[src/ifsd_pkg.sv]
/*
  Package for the sixteen-channel input conditioning block: register map,
  field layouts, reset values and timing constants.
  Assumes a 50 MHz core clock and a classic Wishbone register bus.
*/
`default_nettype none
package ifsd_pkg;
  localparam int unsigned CLK_HZ        = 50_000_000;
  localparam int unsigned NUM_CH        = 16;
  localparam int unsigned NUM_GRP       = 8;
  // time base: one tick every 0.5 s
  localparam int unsigned HALF_SEC_MS   = 500;
  localparam int unsigned TICK_CYC      = CLK_HZ / 1000 * HALF_SEC_MS;
  localparam int unsigned QUIET_MULT    = 3;
  // window code: 0 = 0.5 s, 1..100 = seconds
  localparam logic [6:0]  WIN_MAX       = 7'h64;
  localparam logic [6:0]  WIN_RST       = 7'h02;
  localparam logic [4:0]  LIM_MIN       = 5'h02;
  localparam logic [4:0]  LIM_RST       = 5'h05;
  localparam logic [1:0]  STR_RST       = 2'h0;
  localparam logic [15:0] GDIAG_RST     = 16'hFFFF;
  localparam logic [2:0]  STYPE_RST     = 3'h1;
  // identity values, arbitrary
  localparam logic [31:0] HW_REV_RST    = 32'h0000_0001;
  localparam logic [31:0] FW_REV_RST    = 32'h0000_0001;
  localparam logic [31:0] SERIAL_RST    = 32'h0000_1234;
  localparam logic [31:0] MAKER_ID      = 32'h0000_00A5;
  localparam logic [31:0] DEVICE_ID     = 32'h0000_0C16;
  // register byte offsets
  localparam logic [7:0] A_CTRL    = 8'h00;
  localparam logic [7:0] A_GDIAG   = 8'h04;
  localparam logic [7:0] A_FLEN    = 8'h08;
  localparam logic [7:0] A_WIN     = 8'h0C;
  localparam logic [7:0] A_STYPE   = 8'h10;
  localparam logic [7:0] A_CHSEL   = 8'h14;
  localparam logic [7:0] A_CHCFG   = 8'h18;
  localparam logic [7:0] A_IMAGE   = 8'h1C;
  localparam logic [7:0] A_VSTAT   = 8'h20;
  localparam logic [7:0] A_DIAG    = 8'h24;
  localparam logic [7:0] A_IRQST   = 8'h28;
  localparam logic [7:0] A_IRQCLR  = 8'h2C;
  localparam logic [7:0] A_IRQEN   = 8'h30;
  localparam logic [7:0] A_LED     = 8'h34;
  localparam logic [7:0] A_MAKER   = 8'h38;
  localparam logic [7:0] A_DEVID   = 8'h3C;
  localparam logic [7:0] A_SERIAL  = 8'h40;
  localparam logic [7:0] A_HWREV   = 8'h44;
  localparam logic [7:0] A_FWREV   = 8'h48;
  localparam logic [7:0] A_STATREV = 8'h4C;
  localparam logic [7:0] A_FWBUMP  = 8'h50;
  localparam logic [7:0] A_ID_BASE = 8'h80;
  // text store: 16 + 32 + 32 characters, 4 per word
  localparam int unsigned DATE_CH = 16;
  localparam int unsigned TAG_CH  = 32;
  localparam int unsigned DESC_CH = 32;
  localparam int unsigned ID_WORDS = (DATE_CH + TAG_CH + DESC_CH) / 4;
  // irq status bits per channel: [15:0] incoming, [31:16] outgoing
  typedef struct packed {
    logic [1:0] stretch;
    logic [4:0] limit;
    logic       flutEn;
  } ifsd_chcfg_s;
  typedef struct packed {
    logic        cyc;
    logic        stb;
    logic        we;
    logic [3:0]  sel;
    logic [7:0]  adr;
    logic [31:0] dat;
  } ifsd_wbreq_s;
endpackage : ifsd_pkg
`default_nettype wire

[src/ifsd_core.sv]
/*
  Sixteen-channel input conditioning: pulse stretching, flutter
  monitoring, value status, diagnostics, interrupts, identification data.
  Assumes inputs synchronous to core_clk and a classic Wishbone master.
*/
// The address map and register access over Wishbone were chosen for this implementation.
// Overview of operation
// - group diagnostics off: no LED, no diag entry, value status still invalid
// - one window per channel, started by first monitored transition
// - flutter when transitions inside window exceed the limit
// - window ends quietly, channel idles until next transition
// - flutter copies input to image, invalid status, diag entry, incoming irq
// - clear after three quiet windows: drop diag, outgoing irq, valid
// - incoming and outgoing interrupts reported with diagnostic entries
// - stretcher lengthens short pulses, passes long pulses unchanged
// - monitor uses stretcher output when stretching is configured
// - sensor type is set for a whole channel pair
// - changeover pair: one type code stored per pair, no open/closed inversion
// - writable date 16, tag 32, description 32 characters
// - firmware bump also bumps hardware revision, both read only
// - stretch minimum off, 0.5 s, 1 s, 2 s; default off
// - window 0.5 s or 1..100 s; default 2 s
// - transition limit 2..31; default 5
`default_nettype none
module ifsd_core
#(
  parameter int unsigned TICK_CYCLES = ifsd_pkg::TICK_CYC
)
(
  input  wire logic        core_clk,
  input  wire logic        rst,
  input  wire logic        wb_cyc_i,
  input  wire logic        wb_stb_i,
  input  wire logic        wb_we_i,
  input  wire logic [3:0]  wb_sel_i,
  input  wire logic [7:0]  wb_adr_i,
  input  wire logic [31:0] wb_dat_i,
  output logic [31:0]      wb_dat_o,
  output logic             wb_ack_o,
  input  wire logic [15:0] sensorIn,
  output logic [15:0]      processImage,
  output logic [15:0]      valueValid,
  output logic [15:0]      chanErrLed,
  output logic             irq
);
  typedef enum logic [1:0] {MON_IDLE, MON_WIN, MON_FLUT} ifsd_mon_e;

  ifsd_pkg::ifsd_wbreq_s req;
  ifsd_pkg::ifsd_chcfg_s cfg_r [16];
  ifsd_mon_e  st_r [16];
  logic [9:0]  winCnt_r [16]; // quiet span reaches 3 x 200 ticks
  logic [4:0]  trn_r [16];
  logic [15:0] mon_r;
  logic [15:0] gdiag_r;
  logic [6:0]  win_r;
  logic [2:0]  stype_r [8];
  logic [3:0]  chsel_r;
  logic        diagIrqEn_r;
  logic [15:0] flut_r;
  logic [31:0] irqSt_r;
  logic [31:0] irqEn_r;
  logic [31:0] hwRev_r;
  logic [31:0] fwRev_r;
  logic [31:0] statRev_r;
  logic [31:0] idRd;
  logic [25:0] tickCnt_r;
  logic        tick;
  logic        ack_r;
  logic [15:0] monIn;
  logic [15:0] evIn;
  logic [15:0] evOut;
  logic [7:0]  winTicks;
  logic        wr;
  logic        pend_r;
  logic        cfgWr;
  logic        idHit;
  logic [4:0]  idIdx;

  function automatic logic hit(input logic [7:0] a, input logic [7:0] b);
    return a == b;
  endfunction
  function automatic int unsigned QUIET_TICKS(input logic [7:0] w);
    return ifsd_pkg::QUIET_MULT * w;
  endfunction

  assign req = '{cyc: wb_cyc_i, stb: wb_stb_i, we: wb_we_i,
                 sel: wb_sel_i, adr: wb_adr_i, dat: wb_dat_i};
  assign wr    = req.cyc && req.stb && req.we && !ack_r && !pend_r;
  assign idHit = req.adr >= ifsd_pkg::A_ID_BASE &&
                 req.adr < ifsd_pkg::A_ID_BASE +
                 8'(4 * ifsd_pkg::ID_WORDS);
  assign idIdx = 5'((req.adr - ifsd_pkg::A_ID_BASE) >> 2);
  assign cfgWr = wr && (hit(req.adr, ifsd_pkg::A_CTRL) ||
                 hit(req.adr, ifsd_pkg::A_GDIAG) ||
                 hit(req.adr, ifsd_pkg::A_FLEN) ||
                 hit(req.adr, ifsd_pkg::A_WIN) ||
                 hit(req.adr, ifsd_pkg::A_STYPE) ||
                 hit(req.adr, ifsd_pkg::A_CHCFG));

  // 0.5 s timebase shared by all channels
  always_ff @(posedge core_clk)
  begin
    if (rst || tickCnt_r == 26'(TICK_CYCLES - 1))
      tickCnt_r <= '0;
    else
      tickCnt_r <= tickCnt_r + 26'h1;
  end
  assign tick = (tickCnt_r == 26'(TICK_CYCLES - 1));

  // window length in half-second ticks
  assign winTicks = (win_r == 7'h00) ? 8'h01 : {win_r, 1'b0};

  for (genvar g = 0; g < 16; g++)
  begin : g_ch
    ifsd_stretch u_str
    (
      .core_clk (core_clk),
      .rst      (rst),
      .tick     (tick),
      .sel      (cfg_r[g].stretch),
      .din      (sensorIn[g]),
      .dout     (monIn[g])
    );
  end

  // flutter monitors
  always_ff @(posedge core_clk)
  begin
    if (rst)
    begin
      mon_r <= '0;
      for (int c = 0; c < 16; c++)
      begin
        st_r[c]     <= MON_IDLE;
        winCnt_r[c] <= '0;
        trn_r[c]    <= '0;
      end
    end
    else
    begin
      mon_r <= monIn;
      for (int c = 0; c < 16; c++)
      begin
        unique case (st_r[c])
          MON_IDLE:
            if (cfg_r[c].flutEn && (monIn[c] ^ mon_r[c]))
            begin
              st_r[c]     <= MON_WIN;
              winCnt_r[c] <= {2'h0, winTicks};
              trn_r[c]    <= 5'h1;
            end
          MON_WIN:
            if (!cfg_r[c].flutEn)
              st_r[c] <= MON_IDLE;
            else if ((monIn[c] ^ mon_r[c]) && trn_r[c] >= cfg_r[c].limit)
            begin
              st_r[c]     <= MON_FLUT;
              winCnt_r[c] <= 10'(QUIET_TICKS(winTicks));
            end
            else if (tick && winCnt_r[c] == 10'h001)
            begin
              st_r[c]  <= MON_IDLE;
              trn_r[c] <= '0;
            end
            else
            begin
              if (tick)
                winCnt_r[c] <= winCnt_r[c] - 10'h001;
              if (monIn[c] ^ mon_r[c])
                trn_r[c] <= trn_r[c] + 5'h1;
            end
          MON_FLUT:
            if (monIn[c] ^ mon_r[c])
              winCnt_r[c] <= 10'(QUIET_TICKS(winTicks));
            else if (!cfg_r[c].flutEn || (tick && winCnt_r[c] == 10'h001))
            begin
              st_r[c]  <= MON_IDLE;
              trn_r[c] <= '0;
            end
            else if (tick)
              winCnt_r[c] <= winCnt_r[c] - 10'h001;
        endcase
      end
    end
  end

  always_comb
  begin
    for (int c = 0; c < 16; c++)
    begin
      flut_r[c] = (st_r[c] == MON_FLUT);
      evIn[c]   = st_r[c] == MON_WIN && cfg_r[c].flutEn &&
                  (monIn[c] ^ mon_r[c]) && trn_r[c] >= cfg_r[c].limit;
      evOut[c]  = st_r[c] == MON_FLUT && !(monIn[c] ^ mon_r[c]) &&
                  (!cfg_r[c].flutEn || (tick && winCnt_r[c] == 10'h001));
    end
  end

  // process image: frozen to the input at flutter, live otherwise
  always_ff @(posedge core_clk)
  begin
    if (rst)
      processImage <= '0;
    else
      for (int c = 0; c < 16; c++)
        if (evIn[c] || !flut_r[c])
          processImage[c] <= monIn[c];
  end

  // value status invalid regardless of group diagnostics
  always_ff @(posedge core_clk)
  begin
    if (rst)
      valueValid <= '1;
    else
      valueValid <= ~((flut_r | evIn) & ~evOut);
  end

  // LED and diag entry only when group diagnostics enabled
  always_ff @(posedge core_clk)
  begin
    if (rst)
      chanErrLed <= '0;
    else
      chanErrLed <= (flut_r | evIn) & ~evOut & gdiag_r;
  end

  // sticky status, set wins over clear
  always_ff @(posedge core_clk)
  begin
    if (rst)
      irqSt_r <= '0;
    else
    begin
      logic [31:0] clr;
      clr = (wr && hit(req.adr, ifsd_pkg::A_IRQCLR)) ? req.dat : '0;
      irqSt_r <= (irqSt_r & ~clr) |
                 {evOut & gdiag_r, evIn & gdiag_r};
    end
  end
  assign irq = diagIrqEn_r && |(irqSt_r & irqEn_r);

  // configuration registers
  always_ff @(posedge core_clk)
  begin
    if (rst)
    begin
      gdiag_r     <= ifsd_pkg::GDIAG_RST;
      win_r       <= ifsd_pkg::WIN_RST;
      chsel_r     <= '0;
      diagIrqEn_r <= 1'b0;
      irqEn_r     <= '0;
      for (int c = 0; c < 16; c++)
        cfg_r[c] <= '{stretch: ifsd_pkg::STR_RST,
                      limit: ifsd_pkg::LIM_RST, flutEn: 1'b0};
      for (int k = 0; k < 8; k++)
        stype_r[k] <= ifsd_pkg::STYPE_RST;
    end
    else if (wr)
    begin
      if (hit(req.adr, ifsd_pkg::A_CTRL))
        diagIrqEn_r <= req.dat[0];
      if (hit(req.adr, ifsd_pkg::A_GDIAG))
        gdiag_r <= req.dat[15:0];
      if (hit(req.adr, ifsd_pkg::A_FLEN))
        for (int c = 0; c < 16; c++)
          cfg_r[c].flutEn <= req.dat[c];
      if (hit(req.adr, ifsd_pkg::A_WIN) && req.dat[6:0] <= ifsd_pkg::WIN_MAX)
        win_r <= req.dat[6:0];
      // type given for channel chsel lands on its pair
      if (hit(req.adr, ifsd_pkg::A_STYPE))
        stype_r[chsel_r[3:1]] <= req.dat[2:0];
      if (hit(req.adr, ifsd_pkg::A_CHSEL))
        chsel_r <= req.dat[3:0];
      if (hit(req.adr, ifsd_pkg::A_CHCFG))
      begin
        cfg_r[chsel_r].stretch <= req.dat[1:0];
        if (req.dat[6:2] >= ifsd_pkg::LIM_MIN)
          cfg_r[chsel_r].limit <= req.dat[6:2];
      end
      if (hit(req.adr, ifsd_pkg::A_IRQEN))
        irqEn_r <= req.dat;
    end
  end

  // revision counters, read only from the bus
  always_ff @(posedge core_clk)
  begin
    if (rst)
    begin
      hwRev_r   <= ifsd_pkg::HW_REV_RST;
      fwRev_r   <= ifsd_pkg::FW_REV_RST;
      statRev_r <= '0;
    end
    else
    begin
      if (cfgWr)
        statRev_r <= statRev_r + 32'h1;
      if (wr && hit(req.adr, ifsd_pkg::A_FWBUMP))
      begin
        fwRev_r <= fwRev_r + 32'h1;
        hwRev_r <= hwRev_r + 32'h1;
      end
    end
  end

  ifsd_id_mem u_id
  (
    .core_clk (core_clk),
    .wrEn     (wr && idHit),
    .wrSel    (req.sel),
    .addr     (idIdx),
    .wrData   (req.dat),
    .rdData   (idRd)
  );

  // two-cycle answer so the id read lands; writes act in the first only
  always_ff @(posedge core_clk)
  begin
    if (rst)
    begin
      pend_r <= 1'b0;
      ack_r  <= 1'b0;
    end
    else
    begin
      pend_r <= req.cyc && req.stb && !ack_r && !pend_r;
      ack_r  <= pend_r;
    end
  end
  assign wb_ack_o = ack_r;

  always_ff @(posedge core_clk)
  begin
    if (rst)
      wb_dat_o <= '0;
    else if (pend_r)
    begin
      if (idHit)
        wb_dat_o <= idRd;
      else
        unique case (req.adr)
          ifsd_pkg::A_CTRL:    wb_dat_o <= {31'h0, diagIrqEn_r};
          ifsd_pkg::A_GDIAG:   wb_dat_o <= {16'h0, gdiag_r};
          ifsd_pkg::A_WIN:     wb_dat_o <= {25'h0, win_r};
          ifsd_pkg::A_STYPE:   wb_dat_o <= {29'h0, stype_r[chsel_r[3:1]]};
          ifsd_pkg::A_CHSEL:   wb_dat_o <= {28'h0, chsel_r};
          ifsd_pkg::A_CHCFG:   wb_dat_o <= {25'h0, cfg_r[chsel_r].limit,
                                            cfg_r[chsel_r].stretch};
          ifsd_pkg::A_IMAGE:   wb_dat_o <= {16'h0, processImage};
          ifsd_pkg::A_VSTAT:   wb_dat_o <= {16'h0, valueValid};
          ifsd_pkg::A_DIAG:    wb_dat_o <= {16'h0, flut_r & gdiag_r};
          ifsd_pkg::A_IRQST:   wb_dat_o <= irqSt_r;
          ifsd_pkg::A_IRQEN:   wb_dat_o <= irqEn_r;
          ifsd_pkg::A_LED:     wb_dat_o <= {16'h0, chanErrLed};
          ifsd_pkg::A_MAKER:   wb_dat_o <= ifsd_pkg::MAKER_ID;
          ifsd_pkg::A_DEVID:   wb_dat_o <= ifsd_pkg::DEVICE_ID;
          ifsd_pkg::A_SERIAL:  wb_dat_o <= ifsd_pkg::SERIAL_RST;
          ifsd_pkg::A_HWREV:   wb_dat_o <= hwRev_r;
          ifsd_pkg::A_FWREV:   wb_dat_o <= fwRev_r;
          ifsd_pkg::A_STATREV: wb_dat_o <= statRev_r;
          default:             wb_dat_o <= '0;
        endcase
    end
  end
endmodule // ifsd_core
`default_nettype wire

[src/ifsd_id_mem.sv]
/*
  Small word memory for the identification text fields with byte writes
  and registered read data. Assumes index within ID_WORDS.
*/
`default_nettype none
module ifsd_id_mem
(
  input  wire logic        core_clk,
  input  wire logic        wrEn,
  input  wire logic [3:0]  wrSel,
  input  wire logic [4:0]  addr,
  input  wire logic [31:0] wrData,
  output var  logic [31:0] rdData
);
  logic [31:0] mem [ifsd_pkg::ID_WORDS];

  always_ff @(posedge core_clk)
  begin
    for (int b = 0; b < 4; b++)
    begin
      if (wrEn && wrSel[b])
        mem[addr][8*b +: 8] <= wrData[8*b +: 8];
    end
  end

  always_ff @(posedge core_clk)
  begin
    rdData <= mem[addr];
  end
endmodule // ifsd_id_mem
`default_nettype wire

[src/ifsd_stretch.sv]
/*
  Per-channel pulse stretcher: a high pulse is held for at least the
  selected minimum; longer pulses pass unchanged. Assumes a 0.5 s tick.
*/
`default_nettype none
module ifsd_stretch
(
  input  wire logic       core_clk,
  input  wire logic       rst,
  input  wire logic       tick,
  input  wire logic [1:0] sel,
  input  wire logic       din,
  output logic            dout
);
  logic [2:0] hold_r;
  logic       din_r;
  logic [2:0] minTicks;

  // 0 off, 1 = 0.5 s, 2 = 1 s, 3 = 2 s
  always_comb
  begin
    unique case (sel)
      2'h0: minTicks = 3'h0;
      2'h1: minTicks = 3'h1;
      2'h2: minTicks = 3'h2;
      2'h3: minTicks = 3'h4;
    endcase
  end

  // hold counts down the ticks left after the rising edge; tick granularity adds up
  // to one tick of extra stretch, never less than the minimum
  always_ff @(posedge core_clk)
  begin
    if (rst)
    begin
      hold_r <= 3'h0;
      din_r  <= 1'b0;
    end
    else
    begin
      din_r <= din;
      if (din && !din_r)
        hold_r <= minTicks + 3'h1;
      else if (tick && hold_r != 3'h0)
        hold_r <= hold_r - 3'h1;
    end
  end

  assign dout = (sel == 2'h0) ? din : (din | (hold_r != 3'h0));
endmodule // ifsd_stretch
`default_nettype wire
[config.mk]
export PLATFORM = sky130hd
export DESIGN_NAME = ifsd_core
export DESIGN_NICKNAME = d
export VERILOG_FILES = /design/src/ifsd_pkg.sv /design/src/ifsd_core.sv /design/src/ifsd_id_mem.sv /design/src/ifsd_stretch.sv
export SDC_FILE = /design/constraint.sdc
export NUM_CORES = 2
export LEC_CHECK = 0
export BUFFER_PORTS_ARGS = -buffer_cell sky130_fd_sc_hd__buf_2
export CAP_MARGIN = 20
export CORE_MARGIN = 2
export CORE_UTILIZATION = 40
export DETAILED_ROUTE_END_ITERATION = 8
export GPL_TIMING_DRIVEN = 0
export HOLD_SLACK_MARGIN = 0.12
export PLACE_DENSITY = 0.65
export SYNTH_ARGS = -nofsm -noshare
export SYNTH_HDL_FRONTEND = slang
export SYNTH_SLANG_ARGS = --single-unit
[constraint.sdc]
create_clock -name core_clk -period 3.15 [get_ports core_clk]
set_input_delay 0.315 -clock core_clk [delete_from_list [all_inputs] [get_ports core_clk]]
set_output_delay 0.315 -clock core_clk [all_outputs]
set_load 0.02 [all_outputs]
=== Word level (Yosys, flattened, before mapping) ===
Memories as Yosys holds them, arrays and structs flattened. A register that Yosys moved wholly into a read port is not among the register bits.
Index checks and enable logic that the tools add are counted.
W data, S select, Z words.

* Bits in registers: 376
* RAM bits: 1064
* Input port bits: 65
* Word-level logic and storage cells: 1982
* Memories: 6

{| class="wikitable"
|+ Memory list
! name !! words !! bits a word !! read ports !! clocked after memory_dff !! wr ports !! RTL line !! source
|-
| u_id.mem || 20 || 32 || 1 || 1 || 1 || ifsd_id_mem.sv:15 || <nowiki>logic [31:0] mem [ifsd_pkg::ID_WORDS];</nowiki>
|-
| winCnt_r || 16 || 10 || 16 || 0 || 16 || ifsd_core.sv:51 || <nowiki>logic [9:0] winCnt_r [16];</nowiki>
|-
| cfg_r || 16 || 8 || 17 || 1 || 16 || ifsd_core.sv:49 || <nowiki>ifsd_pkg::ifsd_chcfg_s cfg_r [16];</nowiki>
|-
| trn_r || 16 || 5 || 16 || 0 || 16 || ifsd_core.sv:52 || <nowiki>logic [4:0] trn_r [16];</nowiki>
|-
| st_r || 16 || 2 || 16 || 0 || 16 || ifsd_core.sv:50 || <nowiki>ifsd_mon_e st_r [16];</nowiki>
|-
| stype_r || 8 || 3 || 1 || 1 || 8 || ifsd_core.sv:56 || <nowiki>logic [2:0] stype_r [8];</nowiki>
|}

* Add/sub/neg operators: 69
* Multiply operators: 1
* $lt $le $gt $ge: 20
* Equal/unequal tests: 117
* Multiplexer cells: 1066
* Bitwise operators: 284
* Reduce and logical (&&, ||, !) cells: 355

{| class="wikitable"
|+ Operators with widths
! cell !! count
|-
| $mux W10 || 80
|-
| $mux W1 || 781
|-
| $pmux W32 S18 || 1
|-
| $mux W5 || 64
|-
| $or A1 B1 Y1 || 256
|-
| $pmux W3 S4 || 16
|-
| $logic_and A1 B1 Y1 || 177
|-
| $eq A10 B1 Y1 const B || 16
|-
| $mux W2 || 80
|-
| $sub A10 B1 Y10 const B || 16
|-
| $mux W3 || 37
|-
| $add A32 B1 Y32 const B || 3
|-
| $eq A2 B2 Y1 const B || 48
|-
| $add A5 B1 Y5 const B || 16
|-
| $and A16 B16 Y16 || 5
|-
| $ge A5 B5 Y1 || 16
|-
| $logic_not A1 Y1 || 66
|-
| $and A32 B32 Y32 || 2
|-
| $eq A2 B1 Y1 const B || 32
|-
| $eq A8 B6 Y1 const B || 8
|-
| $logic_not A2 Y1 || 32
|-
| $mux W32 || 2
|-
| $add A3 B1 Y3 const B || 16
|-
| $reduce_bool A3 Y1 || 16
|-
| 28 further kinds || 126
|}

=== Depth between registers and ports, before layout ===
* Depth in word-level cells: 14
* Gate-level depth with buffers: 17

=== Cells and area by module ===
A second synthesis with hierarchy kept.

* Cells, all modules: 6293
* Area, all modules: 71935.2 sq um

{| class="wikitable"
|+ Modules (own cells, without submodules)
! module !! times used !! cells an instance !! area an instance (sq um)
|-
| ifsd_core || 1 || 4383 || 41678.7
|-
| ifsd_id_mem || 1 || 1414 || 25632.1
|-
| ifsd_stretch || 16 || 31 || 289.0
|}

=== Worst setup path before layout ===
Ideal clock, no wire load.

* Kind: reg-to-reg
* From: reg win_r[3]
* To: mem winCnt_r[3][8], in the netlist winCnt_r[0][38] (data pin)
* Library setup time: 149 ps
* Data arrival time: 3231 ps
* Required time: 3001 ps
* Path slack: -229 ps
* Cell stages (with the launch flop): 18
* Path buffers: 4
* Clock period less this slack: 3379 ps
* Path through: dfxtp_1 clkbuf_1 inv_1 ha_1 nand2_1 nor4_1 clkbuf_1 clkbuf_1 nor2_1 ha_1 a21o_1 a211oi_1 nor2_1 a21oi_1 o21bai_1 xnor2_1 clkbuf_1 o2bb2ai_1

{| class="wikitable"
|+ RTL lines
! element !! RTL line !! source
|-
| start: declaration || ifsd_core.sv:55 || <nowiki>logic [6:0] win_r;</nowiki>
|-
| start signal: assignment || ifsd_core.sv:249 || <nowiki>win_r <= ifsd_pkg::WIN_RST;</nowiki>
|-
| start signal: assignment || ifsd_core.sv:269 || <nowiki>win_r <= req.dat[6:0];</nowiki>
|-
| end: declaration || ifsd_core.sv:51 ||
|}

=== Worst setup path after layout ===
* From: in rst
* To: reg irqSt_r[17]

{| class="wikitable"
|+ RTL lines
! element !! RTL line !! source
|-
| start: declaration || ifsd_core.sv:31 || <nowiki>input wire logic rst,</nowiki>
|-
| end signal: assignment || ifsd_core.sv:237 || <nowiki>irqSt_r <= (irqSt_r & ~clr) |</nowiki>
|-
| end: declaration || ifsd_core.sv:60 || <nowiki>logic [31:0] irqSt_r;</nowiki>
|}

No word-level cell between the ends.

==> results.toml <==
[run_status]
status = "finished with violations"
violations = "negative setup slack"

[synth]
yosysTopAreaCellShare_pct = 45.6
yosys.area.top_type = "edfxtp_1"
syn_inst = 5817
synthTopCellsByArea = "edfxtp_1 46%, dfxtp_1 12%, mux4_2 7.3%"
syn_area_per_cell_um2 = 12.0
synth-async-reset-ratio_pct = 0
syn_nets = 6103
synthFlopType = "edfxtp_1"
synthesis.area_mm2 = 0.0700
ys_seq_elements = 1476
yosysMostFrequentCell = "edfxtp_1"
yosysSeqAreaShare_pct = 57.4
yosysWarningCount = 0
synth_commonest_cells = "1,064 x edfxtp_1, 622 x nor2_1, 514 x nand2_1"
synth_edf_count = 1064
ys_types = 95

[critical_path]
crit_type = "in2reg"
path_max_fanout = 10
startpoint_type = "input pin"
rrSetupSlack_ps = -150
critPathMostFrequentCell = "clkbuf_2"
crit_chain = "buf_2 > clkbuf_2 > clkbuf_2 > clkbuf_2 > clkbuf_2 > clkbuf_1 > buf_8 > clkbuf_1 > nor2_1"
r2r_end = "wb_dat_o[29]"
critPathArrivalTime_ps = 4010
slowest_stage = "clkbuf_1"
r2r_start = "pend_r"
rr_worst_depth = 5
end_kind = "flip-flop"
cp.required_ps = 3800
cp_slowest_stage_delay_ps = 660

[global_route]
grt-busiest-layer = "met2"
grt_pass1_vias = 49223
grtUsageMet2_pct = 43.0
grtUsageTotal_pct = 27.4
gr-total-overflow = 0
met3_usage_pct = 5.55
antenna_found_initial = 11
grt_use_met1_pct = 33.4
grt_pass1_wl_um = 353000
grt_max_degree = 28

[clocking]
clk_pin_slew_ps = 60
clock_sinks = 1476
cts_tree = "built"
worstSkewPairLatency_ps = 830
htreeDepth = 4
cts_buffers = 158
root_buffer = "clkbuf_16"
cts_max_path_buffers = 3

[timing]
fin_ws_ps = -207
tightest_slew_ps = 1250
hold_ws_ps = 207
finalHoldViolations = 0
drv_slew = 0
maxSlewHeadroom_pct = 16.5
setup_viol = 79
clock_skew_ps = 47.4
max_freq_mhz = 298
finalCriticalPeriod_ps = 3360
min_period_over_period_pct = 107
grt_setup_unrepaired = "yes"

[pwr]
internal-power_mw = 33.2
combPwrFrac_pct = 8.9
switchingPower_mw = 11.4
p_seq_share_pct = 49.5
ir_drop_mv = 0.685
power_density_mw_per_mm2 = 547
cellLeakagePower_nw = 28.4
switching_share_pct = 25.6
pwr-share-clk_pct = 41.6
finalPower_mw = 44.6

[placed_design]
detailed_place_hpwl_um = 189000
pre_cts_ws_ps = -2300
routabilityCongestion = 1.05
port_buffers = 142
place_area_mm2 = 0.0741

[worst_hold_path]
hold_start = "wb_adr_i[0]"
hold_depth = 5
hold_end = "statRev_r[0]"
hold_path_class = "in2reg"

[routing]
viasPerCell = 5.93
wirelength_um = 250000
drc_errors = 0
num_vias = 51592
drt_iter0_drc = 6234
dr.pass1.iters = 9
ant_nets = 0
avgRoutedWirePerCell_um = 28.7

[die]
fp.dieH_um = 422
num_rows = 153
dieArea_mm2 = 0.178
initial_core_util_pct = 40.3
die_x_um = 422
coreArea_mm2 = 0.174
ios = 147

[cells_and_area]
fin_area_mm2 = 0.0816
fin_nets = 6531
syn_to_final_growth_pct = 16.5
drive_gt1_share_pct = 16.7
fillers = 15614

[run]
cap_violations = 0
## worst max-delay path by stage
| stage | to | depth (start not counted) | from | slack (ps) |
|---|---|---|---|---|
| after global routing | u_id.mem[15][9] | 6 | wb_ack_o | -120 |
| after global placement | winCnt_r[1][50] | 8 | rst | -2810 |
| after CTS | cfg_r[14][3] | 6 | wb_ack_o | -80 |
| final | irqSt_r[17] | 9 | rst | -210 |
| after floorplan | winCnt_r[0][6] | 17 | win_r[3] | 20 |
| after detailed placement | win_r[4] | 8 | rst | -2300 |
## flip-flops by register name, indices dropped and copies added (netlist names), 24 cells and up, named ones only
register / flops
cfg_r: 128
trn_r: 80
statRev_r: 32
u_id.mem: 640
st_r: 32
irqEn_r: 32
tickCnt_r: 26
wb_dat_o: 32
hwRev_r: 32
g_ch.u_str.hold_r: 48
fwRev_r: 32
u_id.rdData: 32
irqSt_r: 32
stype_r: 24
winCnt_r: 160
## per-stage QoR
stage | TNS (ps) | utilization (%) | std cells
after global placement | -1600800 | 42.4 | 8284
after detailed placement | -1297210 | 42.6 | 8318
after global routing | -6350 | 46.9 | 8699
after floorplan | 0 | - | 5817
final | -7180 | 46.9 | 8704
after CTS | -3850 | 46.5 | 8682
## power groups by stage
stage	Clock, mW	Combinational (mW)	Sequential, mW
2_1_floorplan	0	2.20	22.2
3_3_place_gp	0	3.57	22.4
3_5_place_dp	0	3.69	22.4
4_1_cts	18.7	3.85	22.0
5_1_grt	19.4	4.25	22.1
6_report	18.5	3.99	22.1
## placed cells by master, fill, tap and decap left out, types with 45 or more instances in the layout
cell type,count
nor3_1,84
nor2_2,62
clkbuf_16,164
and2_1,137
a21oi_1,147
edfxtp_1,1064
xnor2_1,142
a22oi_1,144
dfxtp_1,407
mux2i_1,63
clkbuf_1,197
o21ai_0,182
nor2b_1,70
nand4_1,50
ha_1,217
nand2b_1,91
xor2_1,186
buf_2,171
inv_1,253
nand2_1,501
buf_4,45
mux4_2,226
nor2_1,550
nand3_1,131
dlygate4sd3_1,55
a211oi_1,58
## cell type report
| type | instances | area (um^2) | area share, % |
|---|---|---|---|
| diodes | 8 | 20.0 | 0.0245 |
| plain buffers | 270 | 1210 | 1.48 |
| clock buffers | 201 | 4330 | 5.31 |
| clock inverters | 85 | 797 | 0.977 |
| inverters | 257 | 977 | 1.20 |
| multi-input cells | 3806 | 29000 | 35.6 |
| flip-flops and latches | 1476 | 40200 | 49.3 |
| well taps | 2325 | 2910 | 3.57 |
| repair buffers | 276 | 2110 | 2.59 |
## what timing repair did
item	CTS	global route
hold buffers	55	0
endpoints found under the hold margin	773	0
endpoints found under the setup margin	955	1073
pin swaps	15	18
gates cloned	2	1
setup buffers	24	17
gates resized for setup	197	180
## cells by family after synthesis
kind of cell	after synthesis	synth area share [%]
simple gates	1977	13.6
flops	1476	57.4
compound gates	951	9.29
buf+inv	536	2.94
xor+xnor	338	4.23
mux	318	8.64
fa+ha+maj	221	3.95
## metal layers
metal,vias to the layer above,wire (um)
li1,22360,-
met5,-,19
met2,2984,114000
met1,25502,91100
met3,742,23100
met4,4,22200
## worst max-delay path, delay by kind of cell
| kind | cells | cell delay, ps |
|---|---|---|
| buffers and inverters | 8 | 3520 |
| and+or+nand+nor | 1 | 130 |
(Power assumes the default switching activity.)
